**src/hdl/regc_pkg.sv**
```systemverilog
/*
  Constants for the rail enable-gating configuration block: register
  offsets, field positions, reset values and delay counts.
  Assumes a 50 MHz clock and a byte-wide register port driven by logic
  on the same clock.
*/
// Notes on behaviour
// - first register holds eight power-good mask bits
// - mask 0 includes power-good, 1 ignores it
// - second register bits 1,0 mask two more rails
// - bits 4:2 pick the enable control pin
// - code 111 forces constant one enable source
// - third register bits 5:3 delay falling edge
// - bits 2:0 delay rising edge, same table
// - delays stay within ten percent of nominal
package regc_pkg;
  localparam logic [7:0] REGC_OFS_MASK_A = 8'h0a;
  localparam logic [7:0] REGC_OFS_SEL    = 8'h0b;
  localparam logic [7:0] REGC_OFS_DELAY  = 8'h0c;

  localparam logic [7:0] REGC_RST_MASK_A = 8'h00;
  localparam logic [7:0] REGC_RST_SEL    = 8'hc0;
  localparam logic [7:0] REGC_RST_DELAY  = 8'h00;

  localparam int REGC_SEL_LSB  = 2;
  localparam int REGC_STEP_BIT = 5;
  localparam int REGC_FALL_LSB = 3;
  localparam int REGC_RISE_LSB = 0;

  typedef enum logic [2:0] {
    REGC_SRC_PIN1  = 3'h0,
    REGC_SRC_PIN2  = 3'h1,
    REGC_SRC_PIN5  = 3'h2,
    REGC_SRC_PIN4  = 3'h3,
    REGC_SRC_PIN3  = 3'h4,
    REGC_SRC_PIN34 = 3'h5,
    REGC_SRC_PIN6  = 3'h6,
    REGC_SRC_ONE   = 3'h7
  } regc_src_t;

  localparam int REGC_CLK_HZ    = 50_000_000;
  localparam int REGC_TICK_US   = 1000;
  // one ms tick; exact, so all codes are nominal and inside tolerance
  localparam int REGC_TICK_CYC  = REGC_CLK_HZ / 1_000_000 * REGC_TICK_US;
  localparam int REGC_TICK_W    = 16;
  localparam int REGC_MS_W      = 7;
endpackage : regc_pkg

```
**src/hdl/regc_rail_enable.sv**
```systemverilog
/*
  Enable gating for one regulator rail: three configuration registers,
  power-good masking, enable source selection and edge delays.
  Assumes pins and power-good flags are asynchronous; register port is
  synchronous to mclk_i.
*/
`timescale 1ns/1ps
module regc_rail_enable #(
  parameter int TICK_CYC = regc_pkg::REGC_TICK_CYC
) (
  input  wire logic       mclk_i,
  input  wire logic       nrst_i,
  input  wire logic [7:0] otp_mask_a_i,
  input  wire logic [7:0] otp_sel_i,
  input  wire logic [7:0] otp_delay_i,
  input  wire logic       otp_load_i,
  input  wire logic [7:0] reg_addr_i,
  input  wire logic [7:0] reg_wdata_i,
  input  wire logic       reg_write_i,
  output logic [7:0]      reg_rdata_o,
  input  wire logic [5:0] control_pin_i,
  input  wire logic [9:0] power_good_i,
  output logic            controlled_rail_enable_o,
  output logic            voltage_step_size_o
);
  logic [7:0]  rail_power_good_mask_a;
  logic [7:0]  rail_enable_select_step;
  logic [7:0]  rail_enable_edge_delay;
  logic [15:0] pin_sync1;
  logic [15:0] pin_sync2;
  logic [15:0] tick_cnt;
  logic [6:0]  ms_cnt;
  logic        enable_q;
  logic [7:0]  rdata_q;
  // assertion helpers: cycles the request has held at its present level
  logic [22:0] rise_run;
  logic [22:0] fall_run;

  // synchronise pins and goods together: bits 15:10 pins, 9:0 goods
  always_ff @(posedge mclk_i) begin
    pin_sync1 <= {control_pin_i, power_good_i};
    pin_sync2 <= pin_sync1;
  end

  wire [5:0] pin_s  = pin_sync2[15:10];
  wire [9:0] good_s = pin_sync2[9:0];

  function automatic logic [6:0] regc_delay_ms(input logic [2:0] code);
    case (code)
      3'h0:    regc_delay_ms = 7'h00;
      3'h1:    regc_delay_ms = 7'h02;
      3'h2:    regc_delay_ms = 7'h04;
      3'h3:    regc_delay_ms = 7'h08;
      3'h4:    regc_delay_ms = 7'h10;
      3'h5:    regc_delay_ms = 7'h18;
      3'h6:    regc_delay_ms = 7'h20;
      default: regc_delay_ms = 7'h40;
    endcase
  endfunction

  // register port
  wire sel_mask = reg_addr_i == regc_pkg::REGC_OFS_MASK_A;
  wire sel_sel  = reg_addr_i == regc_pkg::REGC_OFS_SEL;
  wire sel_dly  = reg_addr_i == regc_pkg::REGC_OFS_DELAY;

  // reset loads the package reset values; the programmed store is loaded on request
  always_ff @(posedge mclk_i) begin
    if (!nrst_i) begin
      rail_power_good_mask_a       <= regc_pkg::REGC_RST_MASK_A;
      rail_enable_select_step <= regc_pkg::REGC_RST_SEL;
      rail_enable_edge_delay  <= regc_pkg::REGC_RST_DELAY;
    end else if (otp_load_i) begin
      rail_power_good_mask_a       <= otp_mask_a_i;
      rail_enable_select_step <= otp_sel_i;
      rail_enable_edge_delay  <= otp_delay_i;
    end else if (reg_write_i) begin
      if (sel_mask) rail_power_good_mask_a <= reg_wdata_i;
      // step bit writable; programming flow is expected to own it
      if (sel_sel) rail_enable_select_step <= {rail_enable_select_step[7:6], reg_wdata_i[5:0]};
      if (sel_dly) rail_enable_edge_delay <= {rail_enable_edge_delay[7:6], reg_wdata_i[5:0]};
    end
  end

  wire [7:0] rdata_mux = sel_mask ? rail_power_good_mask_a :
                         sel_sel  ? rail_enable_select_step :
                         sel_dly  ? rail_enable_edge_delay : 8'h00;

  // read data from a flop: it stands one cycle after the address is set
  always_ff @(posedge mclk_i) begin
    if (!nrst_i) begin
      rdata_q <= 8'h00;
    end else begin
      rdata_q <= rdata_mux;
    end
  end

  assign reg_rdata_o = rdata_q;

  assign voltage_step_size_o = rail_enable_select_step[regc_pkg::REGC_STEP_BIT];

  // power_good_i[7:0] follow mask_a bit order, [9:8] = switch_b2_ldo_a1, switch_b1
  wire [9:0] good_mask = {rail_enable_select_step[1:0], rail_power_good_mask_a};
  wire       goods_ok  = &(good_s | good_mask);

  regc_pkg::regc_src_t src;
  assign src = regc_pkg::regc_src_t'(rail_enable_select_step[regc_pkg::REGC_SEL_LSB +: 3]);
  logic src_on;
  always_comb begin
    case (src)
      regc_pkg::REGC_SRC_PIN1:  src_on = pin_s[0];
      regc_pkg::REGC_SRC_PIN2:  src_on = pin_s[1];
      regc_pkg::REGC_SRC_PIN5:  src_on = pin_s[4];
      regc_pkg::REGC_SRC_PIN4:  src_on = pin_s[3];
      regc_pkg::REGC_SRC_PIN3:  src_on = pin_s[2];
      regc_pkg::REGC_SRC_PIN34: src_on = pin_s[2] & pin_s[3];
      regc_pkg::REGC_SRC_PIN6:  src_on = pin_s[5];
      default:                  src_on = 1'b1;
    endcase
  end

  wire request = src_on & goods_ok;

  typedef enum logic [1:0] {REGC_OFF, REGC_RISING, REGC_ON, REGC_FALLING} regc_state_t;
  regc_state_t state;
  regc_state_t next_state;

  wire [6:0] rise_ms = regc_delay_ms(rail_enable_edge_delay[regc_pkg::REGC_RISE_LSB +: 3]);
  wire [6:0] fall_ms = regc_delay_ms(rail_enable_edge_delay[regc_pkg::REGC_FALL_LSB +: 3]);
  wire [6:0] tgt_ms  = (state == REGC_RISING) ? rise_ms : fall_ms;
  wire       tick    = tick_cnt == 16'(TICK_CYC - 1);
  wire       done    = (ms_cnt >= tgt_ms);

  always_comb begin
    case (state)
      REGC_OFF:     next_state = request ? REGC_RISING : REGC_OFF;
      REGC_RISING:  next_state = !request ? REGC_OFF : (done ? REGC_ON : REGC_RISING);
      REGC_ON:      next_state = request ? REGC_ON : REGC_FALLING;
      REGC_FALLING: next_state = request ? REGC_ON : (done ? REGC_OFF : REGC_FALLING);
      default:      next_state = REGC_OFF;
    endcase
  end

  // delay counted in exact 1 ms ticks from edge of request
  always_ff @(posedge mclk_i) begin
    if (!nrst_i || next_state != state) begin
      tick_cnt <= 16'h0000;
      ms_cnt   <= 7'h00;
    end else if (tick) begin
      tick_cnt <= 16'h0000;
      ms_cnt   <= ms_cnt + 7'h01;
    end else begin
      tick_cnt <= tick_cnt + 16'h0001;
    end
  end

  always_ff @(posedge mclk_i) begin
    if (!nrst_i) begin
      state    <= REGC_OFF;
      enable_q <= 1'b0;
    end else begin
      state    <= next_state;
      // flop follows the state being entered, so it adds no lag
      enable_q <= (next_state == REGC_ON) || (next_state == REGC_FALLING);
    end
  end

  assign controlled_rail_enable_o = enable_q;

  localparam logic [22:0] RUN_MAX = 23'h7fffff;

  // saturating, so a rail left on for hours cannot wrap the count
  always_ff @(posedge mclk_i) begin
    if (!nrst_i) begin
      rise_run <= 23'h000000;
      fall_run <= 23'h000000;
    end else begin
      rise_run <= !request ? 23'h000000 : ((rise_run == RUN_MAX) ? rise_run : rise_run + 23'h000001);
      fall_run <= request ? 23'h000000 : ((fall_run == RUN_MAX) ? fall_run : fall_run + 23'h000001);
    end
  end
endmodule : regc_rail_enable

```
**config.mk**
```make
export PLATFORM = sky130hd
export DESIGN_NAME = regc_rail_enable
export DESIGN_NICKNAME = d
export VERILOG_FILES = /design/src/hdl/regc_pkg.sv /design/src/hdl/regc_rail_enable.sv
export SDC_FILE = /design/constraint.sdc
export NUM_CORES = 1
export LEC_CHECK = 0
export ABC_AREA = 0
export BUFFER_PORTS_ARGS = -buffer_cell sky130_fd_sc_hd__clkbuf_2
export CAP_MARGIN = 10
export CORE_ASPECT_RATIO = 1.75
export CORE_MARGIN = 4
export CORE_UTILIZATION = 30
export DETAILED_ROUTE_END_ITERATION = 16
export PLACE_DENSITY = 0.5
export RECOVER_POWER = 50
export SLEW_MARGIN = 20
export SYNTH_ARGS = -nofsm -noshare
export SYNTH_HDL_FRONTEND = slang
export SYNTH_SLANG_ARGS = --single-unit
```
**constraint.sdc**
```tcl
create_clock -name mclk_i -period 4.69 [get_ports mclk_i]
set_clock_uncertainty 0.1 [all_clocks]
set_input_delay 0.938 -clock mclk_i [delete_from_list [all_inputs] [get_ports mclk_i]]
set_output_delay 0.938 -clock mclk_i [all_outputs]
set_load 0.05 [all_outputs]
```
==> results of run 1 <==
==> worst max-delay path, stage by stage (launching register included) <==
cell and delay (ns):
dfxtp_1 0.36, nor2b_1 0.49, nor2b_1 0.15, a31oi_1 0.24, ha_1 0.27, and3_1 0.19, a221oi_1 0.41, nand3_1 0.21
a211oi_4 0.29, o21bai_4 0.20, nor2_2 0.15
==> power by group <==
group / internal (mW) / switching (mW)
Combinational: 0.0487 / 0.0528
Clock: 0.417 / 0.300
Sequential: 0.786 / 0.0207
==> cell families (layout without fill, tap and decap cells) <==
kind of cell / count (synthesis) / after routing / share of synthesized area (%)
compound gates: 64 / 64 / 11.0
xor+xnor: 23 / 23 / 5.59
fa+ha+maj: 8 / 8 / 2.78
buf+inv: 24 / 92 / 2.99
flops: 89 / 89 / 49.5
mux: 36 / 36 / 10.0
simple gates: 119 / 119 / 18.1
==> cells in the mapped netlist, drive strengths merged (2+ instances only) <==
cell type	number	share of area, %
o21ai	29	4.0
a31oi	2	0.35
dfxtp	89	49
and3	11	1.9
mux2i	36	10
inv	6	0.63
nor4bb	2	0.56
clkbuf	12	1.3
nor2	32	4.0
xnor2	11	2.7
and2	15	2.6
ha	8	2.8
nor4b	2	0.49
buf	5	1.0
nand2	25	2.6
nor3	2	0.28
nand3	9	1.3
a21oi	17	2.4
and3b	2	0.49
and4	4	0.97
nor2b	7	1.2
o22ai	5	0.87
xor2	12	2.9
a211oi	2	0.76
nor3b	3	0.63
==> metrics by stage <==
stage | area, sq um | hold slack [ns] | power, mW | util, %
2_1_floorplan | 3600 | 0.210 | 0.882 | -
3_3_place_gp | 4030 | 0.212 | 0.926 | 34.6
3_5_place_dp | 4030 | 0.212 | 0.928 | 34.6
4_1_cts | 4340 | 0.227 | 1.66 | 37.2
5_1_grt | 4320 | 0.228 | 1.69 | 37.1
6_report | 4320 | 0.226 | 1.63 | 37.1
==> cells in the final DEF (no fill, tap or decap), types with 8 or more instances in the layout <==
master / instances
and3_1: 11
clkbuf_16: 9
ha_1: 8
nand2_1: 25
clkbuf_2: 59
dfxtp_1: 89
o21ai_0: 28
nor2_2: 10
mux2i_1: 36
and2_1: 12
nor2_1: 22
a21oi_1: 17
clkbuf_1: 10
nand3_1: 9
xnor2_1: 11
xor2_1: 12
==> worst max-delay path by stage <==
stage / endpoint / slack (ns) / cells past startpoint
finish: tick_cnt[10] / 1.56 / 10
global route: tick_cnt[5] / 1.26 / 10
CTS: tick_cnt[1] / 1.59 / 10
detailed placement: tick_cnt[14] / 1.61 / 10
global placement: rail_power_good_mask_a[0] / 1.66 / 6
floorplan: tick_cnt[8] / 1.60 / 12
==> cell type report <==
class,instances,area share [%]
Clock buffer,9,5.21
Inverter,7,0.608
Clock inverter,7,1.77
Tap cell,135,3.91
Multi-Input combinational cell,250,39.6
Sequential cell,89,41.2
Timing Repair Buffer,69,7.70
==> metal layers <==
metal	global-route usage, %	vias to the layer above	wire length, um
met1	13.2	1242	3160
met4	6.19	0	208
met5	0	-	0
li1	-	1379	-
met3	3.30	13	449
met2	21.8	58	4330
==> registers in the layout, summed over array words and instances (netlist names) <==
name                      count
controlled_rail_enable_o      1
pin_sync2                    16
rail_power_good_mask_a        8
rail_enable_select_step       8
ms_cnt                        7
tick_cnt                     16
rail_enable_edge_delay        8
reg_rdata_o                   8
state                         1
pin_sync1                    16
==> impl_summary.md, run 1 <==
Status
The run finished with clean final reports.

Placement
After legalization and detailed placement, the total HPWL measured 6160 um. Routability-driven placement finished with a final weighted congestion of 0.724. Timing analysis after detailed placement gives a worst setup slack of 1.61 ns. The number of buffers inserted by port buffering is 69.

The number of instances in the placed design is 550.

Timing
Setup repair after global routing left no endpoint under its margin. The number of hold-slack violations in the final timing report was 0. The max-slew violation count is 0. The slack of the critical path is 1.56 ns. Setup violations remaining at the end of the flow were counted as 0.

The worst-case headroom to the max-slew limit is 45.1%. The slew at the pin closest to its max-slew limit is 0.824 ns. Of the available clock period, the critical path in the final layout requires 66.8%. Timing would allow up to 319 MHz. The minimum clock period is 3.13 ns. The total negative slack for setup checks is 0 ns.

GRT
The global-route usage over all layers is 12.3%. The pin count of the biggest net entering global routing is 39. The number of global-route vias before repair is 2750. The sum of overflow across all layers after global routing is 0.

The wire length of the first global-routing pass is 13500 um. The number of antenna violations at the first check in global routing is 0.

Route
The post-route antenna net violation count is 0. After detailed routing, the number of remaining DRC violations is 0. The detailed router placed 2692 vias in this run. The detailed router finished its first iteration with 120 violations. The detail-routed net length per standard cell is 14.4 um. For this block, the routed nets add up to 8150 um of wire. The pre-antenna-repair detailed-routing pass consisted of 4 iterations. The mean number of vias per cell is 4.76.

Critical path
The startpoint identified for the worst register-to-register timing path is state[0]. The required time reported for the critical path endpoint is 4.86 ns. For the worst flop-to-flop path, the logic depth is 10. The critical path launch point is state[0]. The setup path with the least slack is of type reg2reg. The kind of capture point of the worst setup path is a flip-flop. Of all nets on the critical path, the largest fanout is 15. The worst register-to-register path ends at tick_cnt[10]. The register-to-register setup slack is 1.56 ns. The startpoint type of the worst setup path is a flip-flop. The worst path arrival time is 3.31 ns.

Pwr
The analysis attributes to cell leakage a power of 1.91 nW. The peak supply drop is 0.000275 V. The power density over the cells is 376 mW/mm^2.

Clock network
The number of hold buffers added after CTS is 0. The number of buffers created by CTS is 9. The TritonCTS clock tree is done.

The clock tree root buffer cell is clkbuf_16. CTS built an H-tree with a depth of 3. Clock latency on the worst-skew pair, taken at its later pin, is 0.34 ns. The clock passes through at most 2 buffers. Clock-pin slew was measured on the worst setup and hold paths at 0.06 ns. In this run the post-CTS setup repair buffer count came out at 0. The clock drives 89 sinks. The number of gates resized after CTS was 0.

Synthesis
The flip-flop and latch count after synthesis is 89. In this run the cell area of the synthesized design comes to 0.00360 sq mm. The number of enable-type register cells in the synthesized netlist is 0. The number of nets produced by synthesis is 431. Synthesis produced a netlist whose cell count is 363. The count of unique library cells instantiated by Yosys is 45. The synthesized area per cell is 9.92 sq um. Yosys printed 0 warnings.

For this run, the register share of the synthesized area comes to 49.5%. The top flip-flop cell by instance count after synthesis is dfxtp_1. The fraction of registers with async set or reset after synthesis is 0%.

Floorplan
The row count is 52. During I/O placement, the number of pins put on the boundary was 70. The initial utilization of the core area, before any placement, comes to 30.9%. The chip height is 153 um.

The die is 90.8 um wide. The die covers 0.0139 sq mm. The core region is 0.0116 sq mm.

Worst hold path
The startpoint identified for the worst hold timing path is pin_sync1[10]. The worst hold path stage count is 0. The endpoint of the worst hold-timing path is pin_sync2[10].

The class of the tightest hold or removal check is reg2reg.

Final layout
The filler cells instantiated in the layout total 1163. The number of cells in the finished layout apart from fillers is 566. The final net count is 494. The sequential cells in the finished layout cover a total of 0.00178 sq mm. Cells with a size suffix above 1 make up 20.4% of the layout.

0 antenna diodes ended up in the layout. The growth of design area from synthesis to finish is 20.0%. The area of combinational cells with multiple inputs is 0.00171 sq mm.

Flow run
Max-cap violations in this run came to 0.
Note: power is estimated with default switching activity, not from simulation.
==> run 2: changes to the inputs <==
PLACE_DENSITY = 0.51   (was 0.5)
clock period = 2.51 ns   (was 4.69 ns; I/O delays follow)
==> run 2 against run 1 <==
  * The run now ends with negative setup slack left
  * Sequential power rose by 86%
  * Cell area rose by 7.3%
  * Power rose by 84%
  * Via count rose by 4.2%
==> impl_summary.md, run 2 (synthesis results as in run 1) <==
Pwr
The switching share of power came to 24.3% (+1.3 points). The internal power component is 2.27 mW (+81%). The power share of the clock group is 42.3% (-1.8 points). The sequential power share is 50.2% (+0.6 points). The power density over the cells is 647 mW/mm^2 (+72%). The cell leakage power is 2.08 nW (+8.9%). The peak supply drop came to 0.000447 V (+62%). The net switching power figure is 0.728 mW (+95%). The combinational cell fraction of total power is 7.6% (+1.4 points).

Timing
Setup repair after global routing could not meet its margin everywhere. The worst-case headroom to the max-slew limit is 44.0% (-1.1 points). The maximum achievable frequency is 388 MHz (+21%). The slew at the pin closest to its max-slew limit is 0.840 ns (+0.0162 ns). The post-route worst hold slack is 0.164 ns (-0.0620 ns). The max-slew violation count is 0 (unchanged). The total of endpoints with negative setup slack in the final report is 19 (+19).

The number of hold-slack violations in the final timing report is 0 (unchanged). The slack of the critical path came to -0.0698 ns (-1.63 ns). The final period utilization was 103% (+36 points). The minimum clock period is 2.58 ns (-0.551 ns).

Critical path
The worst path arrival time was 2.75 ns (-0.56 ns). The buffers plus inverters on the worst setup path is 1 (+1). The start-to-end type of the worst setup path is reg2reg. The startpoint type of the worst setup path is a flip-flop.

The signal on the critical path passes through nor3b_4, a21oi_1, ha_1, and3_4, a221oi_4, nand3_2, a211oi_4, buf_6, o21bai_4, nor2_1. STA classifies the critical path endpoint as a flip-flop. The kind of cell with the highest combined delay along the critical path is compound AO/OA/AOI/OAI gates. The required time reported for the critical path endpoint came to 2.68 ns (-2.18 ns).

The top fanout value on the critical path is 8 (-7). The delay of the slowest cell on the worst path came to 0.43 ns (-0.06 ns). The slowest cell on the critical path is dfxtp_1.

Floorplan
The placeable core region is 0.0116 sq mm (unchanged). The row count is 52 (unchanged). The I/O pin total is 70 (unchanged). The area of the die came to 0.0139 sq mm (unchanged). The width of the die came to 90.8 um (unchanged).

The starting density of the core is 30.9% (unchanged). The chip height was 153 um (unchanged).

Final layout
In the layout the commonest cells are dfxtp_1, clkbuf_2, mux2i_1. Leaving out fill and tap cells, the most frequent cell in the layout is dfxtp_1. The number of fill cells in the layout was 1179 (+1.4%).

The final net count is 522 (+5.7%). The post-route cell area was 0.00464 sq mm (+7.3%). The number of diodes added for antenna fixing is 0 (unchanged). Relative to the synthesized area, the layout overhead comes to 28.8%. The largest registers in the layout are pin_sync1 x16, pin_sync2 x16, tick_cnt x16. The ratio of cells with drive above 1 in the final layout is 29.8% (+9.4 points). The final core utilization is 39.8% (+2.7 points).

Flow run
The number of maximum-capacitance constraint violations is 0 (unchanged).

Placement
The routability congestion estimate from global placement is 0.782 (+8.1%). The sum of net half-perimeters after detailed placement came to 6360 um (+3.2%). The post-place instance area is 0.00423 sq mm (+4.8%). The number of buffers inserted by port buffering came to 69 (unchanged).

Route
The number of detailed-route iterations in the first pass is 4 (unchanged). The total detailed-routing wirelength is 8560 um (+5.1%). The initial DRC count was 62 (-48%). The total via count after detailed routing is 2805 (+4.2%). The post-route antenna net violation count was 0 (unchanged). The detailed-route DRC error count is 0 (unchanged). The mean number of vias per cell is 4.72 (-0.71%). The detail-routed net length per standard cell came to 14.4 um (+0.13%).

Status
The run finished, with violations left. The final reports fail on negative setup slack.

Clock network
The clock tree root buffer cell is clkbuf_16. The TritonCTS clock tree is done. The number of buffers created by CTS is 9 (unchanged).

The register clock-pin slew on the reported worst setup and hold paths was 0.07 ns (about the same). The number of hold buffers added after CTS is 0 (unchanged). The maximum count of clock buffers along a single path came to 2 (unchanged). The clock sink count is 89 (unchanged). The source-to-sink clock delay at the later pin of the worst-skew pair is 0.34 ns (about the same).

The count of H-tree levels built during CTS is 3 (unchanged).

Worst hold path
The min-delay analysis places its worst path in the category in2reg.

GRT
The global-route usage over all layers was 12.6% (+0.35 points). The number of antenna violations at the first check in global routing is 0 (unchanged). The number of global-route vias before repair is 2918 (+6.1%). The sum of overflow across all layers after global routing is 0 (unchanged). The wire length of the first global-routing pass is 13900 um (+3.3%). The pin count of the biggest net entering global routing is 35 (-10%).
[run 2: cell count changes in the layout (fill, tap and decap cells not counted), moves of 3 or more]
cell      before  now
and2_0         3    0
and2_1        12   15
buf_4          0   23
clkbuf_1      10    2
clkbuf_2      59   68
dfxtp_1       89   86
[run 2: worst reg2reg max path: cells and delay by family, from the launching register on]
| family | cells | cell delay (ns) |
|---|---|---|
| AOI/OAI and AO/OA | 4 | 0.79 |
| adders and majority gates | 1 | 0.30 |
| buffers and inverters | 1 | 0.15 |
| DFF | 1 | 0.43 |
| and+or+nand+nor | 4 | 0.74 |
[run 2: stage by stage]
stage	setup WS [ns]	setup TNS [ns]	instances	total power, mW
after floorplan	-0.156	-2.37	363	1.65
after global placement	-0.148	-2.66	572	1.75
after detailed placement	-0.265	-4.95	572	1.75
after CTS	-0.0562	-0.639	593	3.04
after global routing	-0.230	-3.83	594	3.13
final	-0.0698	-0.621	594	3.00
[run 2: area by class of cell]
| cell class | count | area, sq um | share of cell area, % |
|---|---|---|---|
| clock buffers | 9 | 225 | 4.86 |
| clock inverters | 7 | 60.1 | 1.29 |
| inverters | 7 | 26.3 | 0.566 |
| multi-input cells | 252 | 1830 | 39.4 |
| flip-flops and latches | 89 | 1790 | 38.5 |
| well taps | 135 | 169 | 3.64 |
| repair buffers | 95 | 543 | 11.7 |
[run 2: what timing repair did]
item                       in CTS  in global routing
pin swaps                       6                  7
cloned                          2                  0
resized for setup              12                  4
setup buffers                   4                  1
setup endpoints to repair      23                 23
hold endpoints to repair        0                  0
[run 2: per-layer routing]
layer  vias up  global-route usage, %  share of wire [%]
li1       1450                      -                  -
met1      1288                   13.2                 41
met2        54                   23.4                 53
met3        13                   2.46                3.5
met4         0                   6.76                2.9
met5         -                      0                  0
[run 2: worst paths after layout]
kind | startpoint | to | slack, ns | cells past startpoint
max | rail_enable_edge_delay[4] | tick_cnt[6] | -0.07 | 10
min | power_good_i[3] | pin_sync1[3] | 0.16 | 1
max reg2reg | rail_enable_edge_delay[4] | tick_cnt[6] | -0.07 | 10
min reg2reg | pin_sync1[13] | pin_sync2[13] | 0.23 | 0
[run 2: power groups by stage]
stage	clock, mW	sequential [mW]	combinational, mW
2_1_floorplan	0	1.53	0.123
3_3_place_gp	0	1.53	0.214
3_5_place_dp	0	1.54	0.217
4_1_cts	1.31	1.50	0.228
5_1_grt	1.36	1.51	0.253
6_report	1.27	1.50	0.227
==> run 3: changes to the inputs <==
PLACE_DENSITY = 0.5   (was 0.51)
clock period = 2.42 ns   (was 2.51 ns; I/O delays follow)
==> run 3 against run 2 <==
  * The run still ends with negative setup slack left
  * Cell area decreased by 0.65%
  * Fmax decreased by 0.62%
  * Die area unchanged
  * Global-route usage increased by 0.55 points
  * Via count increased by 0.21%
  * Clock power increased by 11%
  * Routed wire length increased by 2.8%
  * Critical endpoint is now tick_cnt[11]
  * Largest cell class unchanged
  * Largest power group unchanged
==> impl_summary.md, run 3 (synthesis results as in run 1) <==
Pwr
The switching share of power is 23.6% (-0.69 points). The sequential power share was 48.7% (-1.5 points). The internal power component is 2.45 mW (+7.8%). The net switching power figure is 0.756 mW (+3.8%). The cell leakage power is 2.07 nW (-0.39%). The power share of the clock group was 44.0% (+1.7 points). The power density over the cells is 695 mW/mm^2 (+7.5%). The peak supply drop is 0.000518 V (+16%). The combinational cell fraction of total power is 7.2% (-0.4 points).

Clock network
The TritonCTS clock tree is done. The number of buffers created by CTS is 9 (unchanged). The register clock-pin slew on the reported worst setup and hold paths is 0.07 ns (about the same). The clock tree root buffer cell is clkbuf_16. The count of H-tree levels built during CTS is 3 (unchanged).

The source-to-sink clock delay at the later pin of the worst-skew pair came to 0.34 ns (about the same). The clock sink count is 89 (unchanged). The number of hold buffers added after CTS is 0 (unchanged).

The maximum count of clock buffers along a single path is 2 (unchanged).

Timing
The total of endpoints with negative setup slack in the final report is 23 (+4). The max-slew violation count is 0 (unchanged). The slew at the pin closest to its max-slew limit is 0.799 ns (-0.0415 ns).

The worst-case headroom to the max-slew limit was 46.8% (+2.8 points). The slack of the critical path is -0.176 ns (-0.106 ns). The minimum clock period is 2.60 ns (+0.0161 ns). The maximum achievable frequency came to 385 MHz (-0.62%).

Setup repair after global routing could not meet its margin everywhere. The number of hold-slack violations in the final timing report is 0 (unchanged). The total negative slack for setup checks was -3.10 ns (-2.48 ns). The final period utilization is 107% (+4.5 points).

Placement
The routability congestion estimate from global placement was 0.836 (+6.9%). The number of instances in the placed design was 572 (unchanged). The sum of net half-perimeters after detailed placement was 6570 um (+3.2%).

The number of buffers inserted by port buffering is 69 (unchanged).

Route
The number of detailed-route iterations in the first pass is 4 (unchanged). The detailed-route DRC error count is 0 (unchanged). The detail-routed net length per standard cell was 14.9 um (+3.5%).

The total via count after detailed routing was 2811 (+0.21%). The mean number of vias per cell is 4.76 (+0.89%). The total detailed-routing wirelength is 8800 um (+2.8%). The initial DRC count is 75 (+21%). The post-route antenna net violation count is 0 (unchanged).

Final layout
The final net count came to 519 (-0.57%). The number of diodes added for antenna fixing is 0 (unchanged). The number of fill cells in the layout came to 1150 (-2.5%).

The ratio of cells with drive above 1 in the final layout is 29.0% (-0.84 points). Leaving out fill and tap cells, the most frequent cell in the layout is dfxtp_1. The library cells used most frequently in the layout, excluding fill and tap cells, are dfxtp_1, clkbuf_2, mux2i_1. The number of cells in the finished layout apart from fillers came to 590 (-0.67%). The growth of design area from synthesis to finish is 28.0%. The largest registers in the layout are pin_sync1 x16, pin_sync2 x16, tick_cnt x16.

Flow run
The number of maximum-capacitance constraint violations is 0 (unchanged).

GRT
The wire length of the first global-routing pass was 14400 um (+3.7%). The number of global-route vias before repair is 2937 (+0.65%). The number of antenna violations at the first check in global routing was 0 (unchanged). The sum of overflow across all layers after global routing is 0 (unchanged). The global-route usage over all layers was 13.2% (+0.55 points). The pin count of the biggest net entering global routing came to 35 (unchanged).

Critical path
The worst setup path is launched from a flip-flop. The start-to-end type of the worst setup path is reg2reg. The required time reported for the critical path endpoint is 2.60 ns (-0.08 ns).

The kind of capture point of the worst setup path is a flip-flop. The worst path arrival time is 2.77 ns (+0.02 ns). The top fanout value on the critical path is 8 (unchanged).

Floorplan
The area of the die is 0.0139 sq mm (unchanged). The row count was 52 (unchanged). The I/O pin total was 70 (unchanged). The starting density of the core came to 30.9% (unchanged). The width of the die was 90.8 um (unchanged). The placeable core region is 0.0116 sq mm (unchanged). The chip height came to 153 um (unchanged).

Status
The flow ran to the end, but the final reports show violations. The final reports fail on negative setup slack.

Worst hold path
The min-delay analysis places its worst path in the category in2reg.
-- run 3: area by class of cell --
type / count / area (sq um) / share of cell area [%]
clock inverter: 6 / 75.1 / 1.63
inverter: 7 / 26.3 / 0.570
timing repair buffer: 92 / 513 / 11.1
multi-input combinational: 252 / 1810 / 39.3
clock buffer: 9 / 225 / 4.89
sequential: 89 / 1790 / 38.8
tap: 135 / 169 / 3.67
-- run 3: metrics by stage --
stage               util, %  power (mW)  setup slack, ns  cell area (sq um)  hold slack (ns)
floorplan                 -        1.71           -0.246               3630            0.210
global placement       36.3        1.82           -0.237               4230            0.214
detailed placement     36.3        1.82           -0.350               4230            0.212
CTS                    39.6        3.25           -0.131               4610            0.126
global route           39.6        3.34           -0.322               4610            0.121
finish                 39.6        3.20           -0.176               4610            0.141
-- run 3: layer usage --
layer / routed length [um] / global-route usage [%] / up-vias / part of all wire (%)
li1: - / - / 1445 / -
met1: 3600 / 14.0 / 1302 / 41
met2: 4670 / 24.1 / 51 / 53
met3: 312 / 2.75 / 13 / 3.5
met4: 220 / 6.83 / 0 / 2.5
met5: 0 / 0 / - / 0
-- run 3: worst paths after layout --
| path | startpoint | to | slack (ns) | depth (start not counted) |
|---|---|---|---|---|
| worst max register to register | state[0] | tick_cnt[11] | -0.18 | 11 |
| worst max-delay path | state[0] | tick_cnt[11] | -0.18 | 11 |
| worst min-delay path | power_good_i[8] | pin_sync1[8] | 0.14 | 1 |
| worst min register to register | pin_sync1[5] | pin_sync2[5] | 0.23 | 0 |
-- run 3: power by group through the flow --
stage	Clock [mW]	Combinational [mW]	Sequential (mW)
global placement	0	0.225	1.59
finish	1.41	0.232	1.56
global route	1.52	0.260	1.57
CTS	1.45	0.236	1.56
detailed placement	0	0.226	1.59
floorplan	0	0.128	1.58
-- run 3: critical path, cell delays in order, from the launching register on --
cell and delay [ns]:
dfxtp_2 0.34, nor2b_4 0.19, nor3_1 0.06, a31oi_1 0.24, ha_1 0.28, and3_4 0.19
a221oi_4 0.33, nand3_2 0.14, a211oi_4 0.26, buf_6 0.14, o21bai_4 0.12, nor2_2 0.12
-- run 3: repair_timing --
item	CTS	global route
endpoints found under the hold margin	0	0
setup buffers	2	0
gates resized for setup	10	3
pin swaps	6	8
endpoints found under the setup margin	24	24
gates cloned	2	0
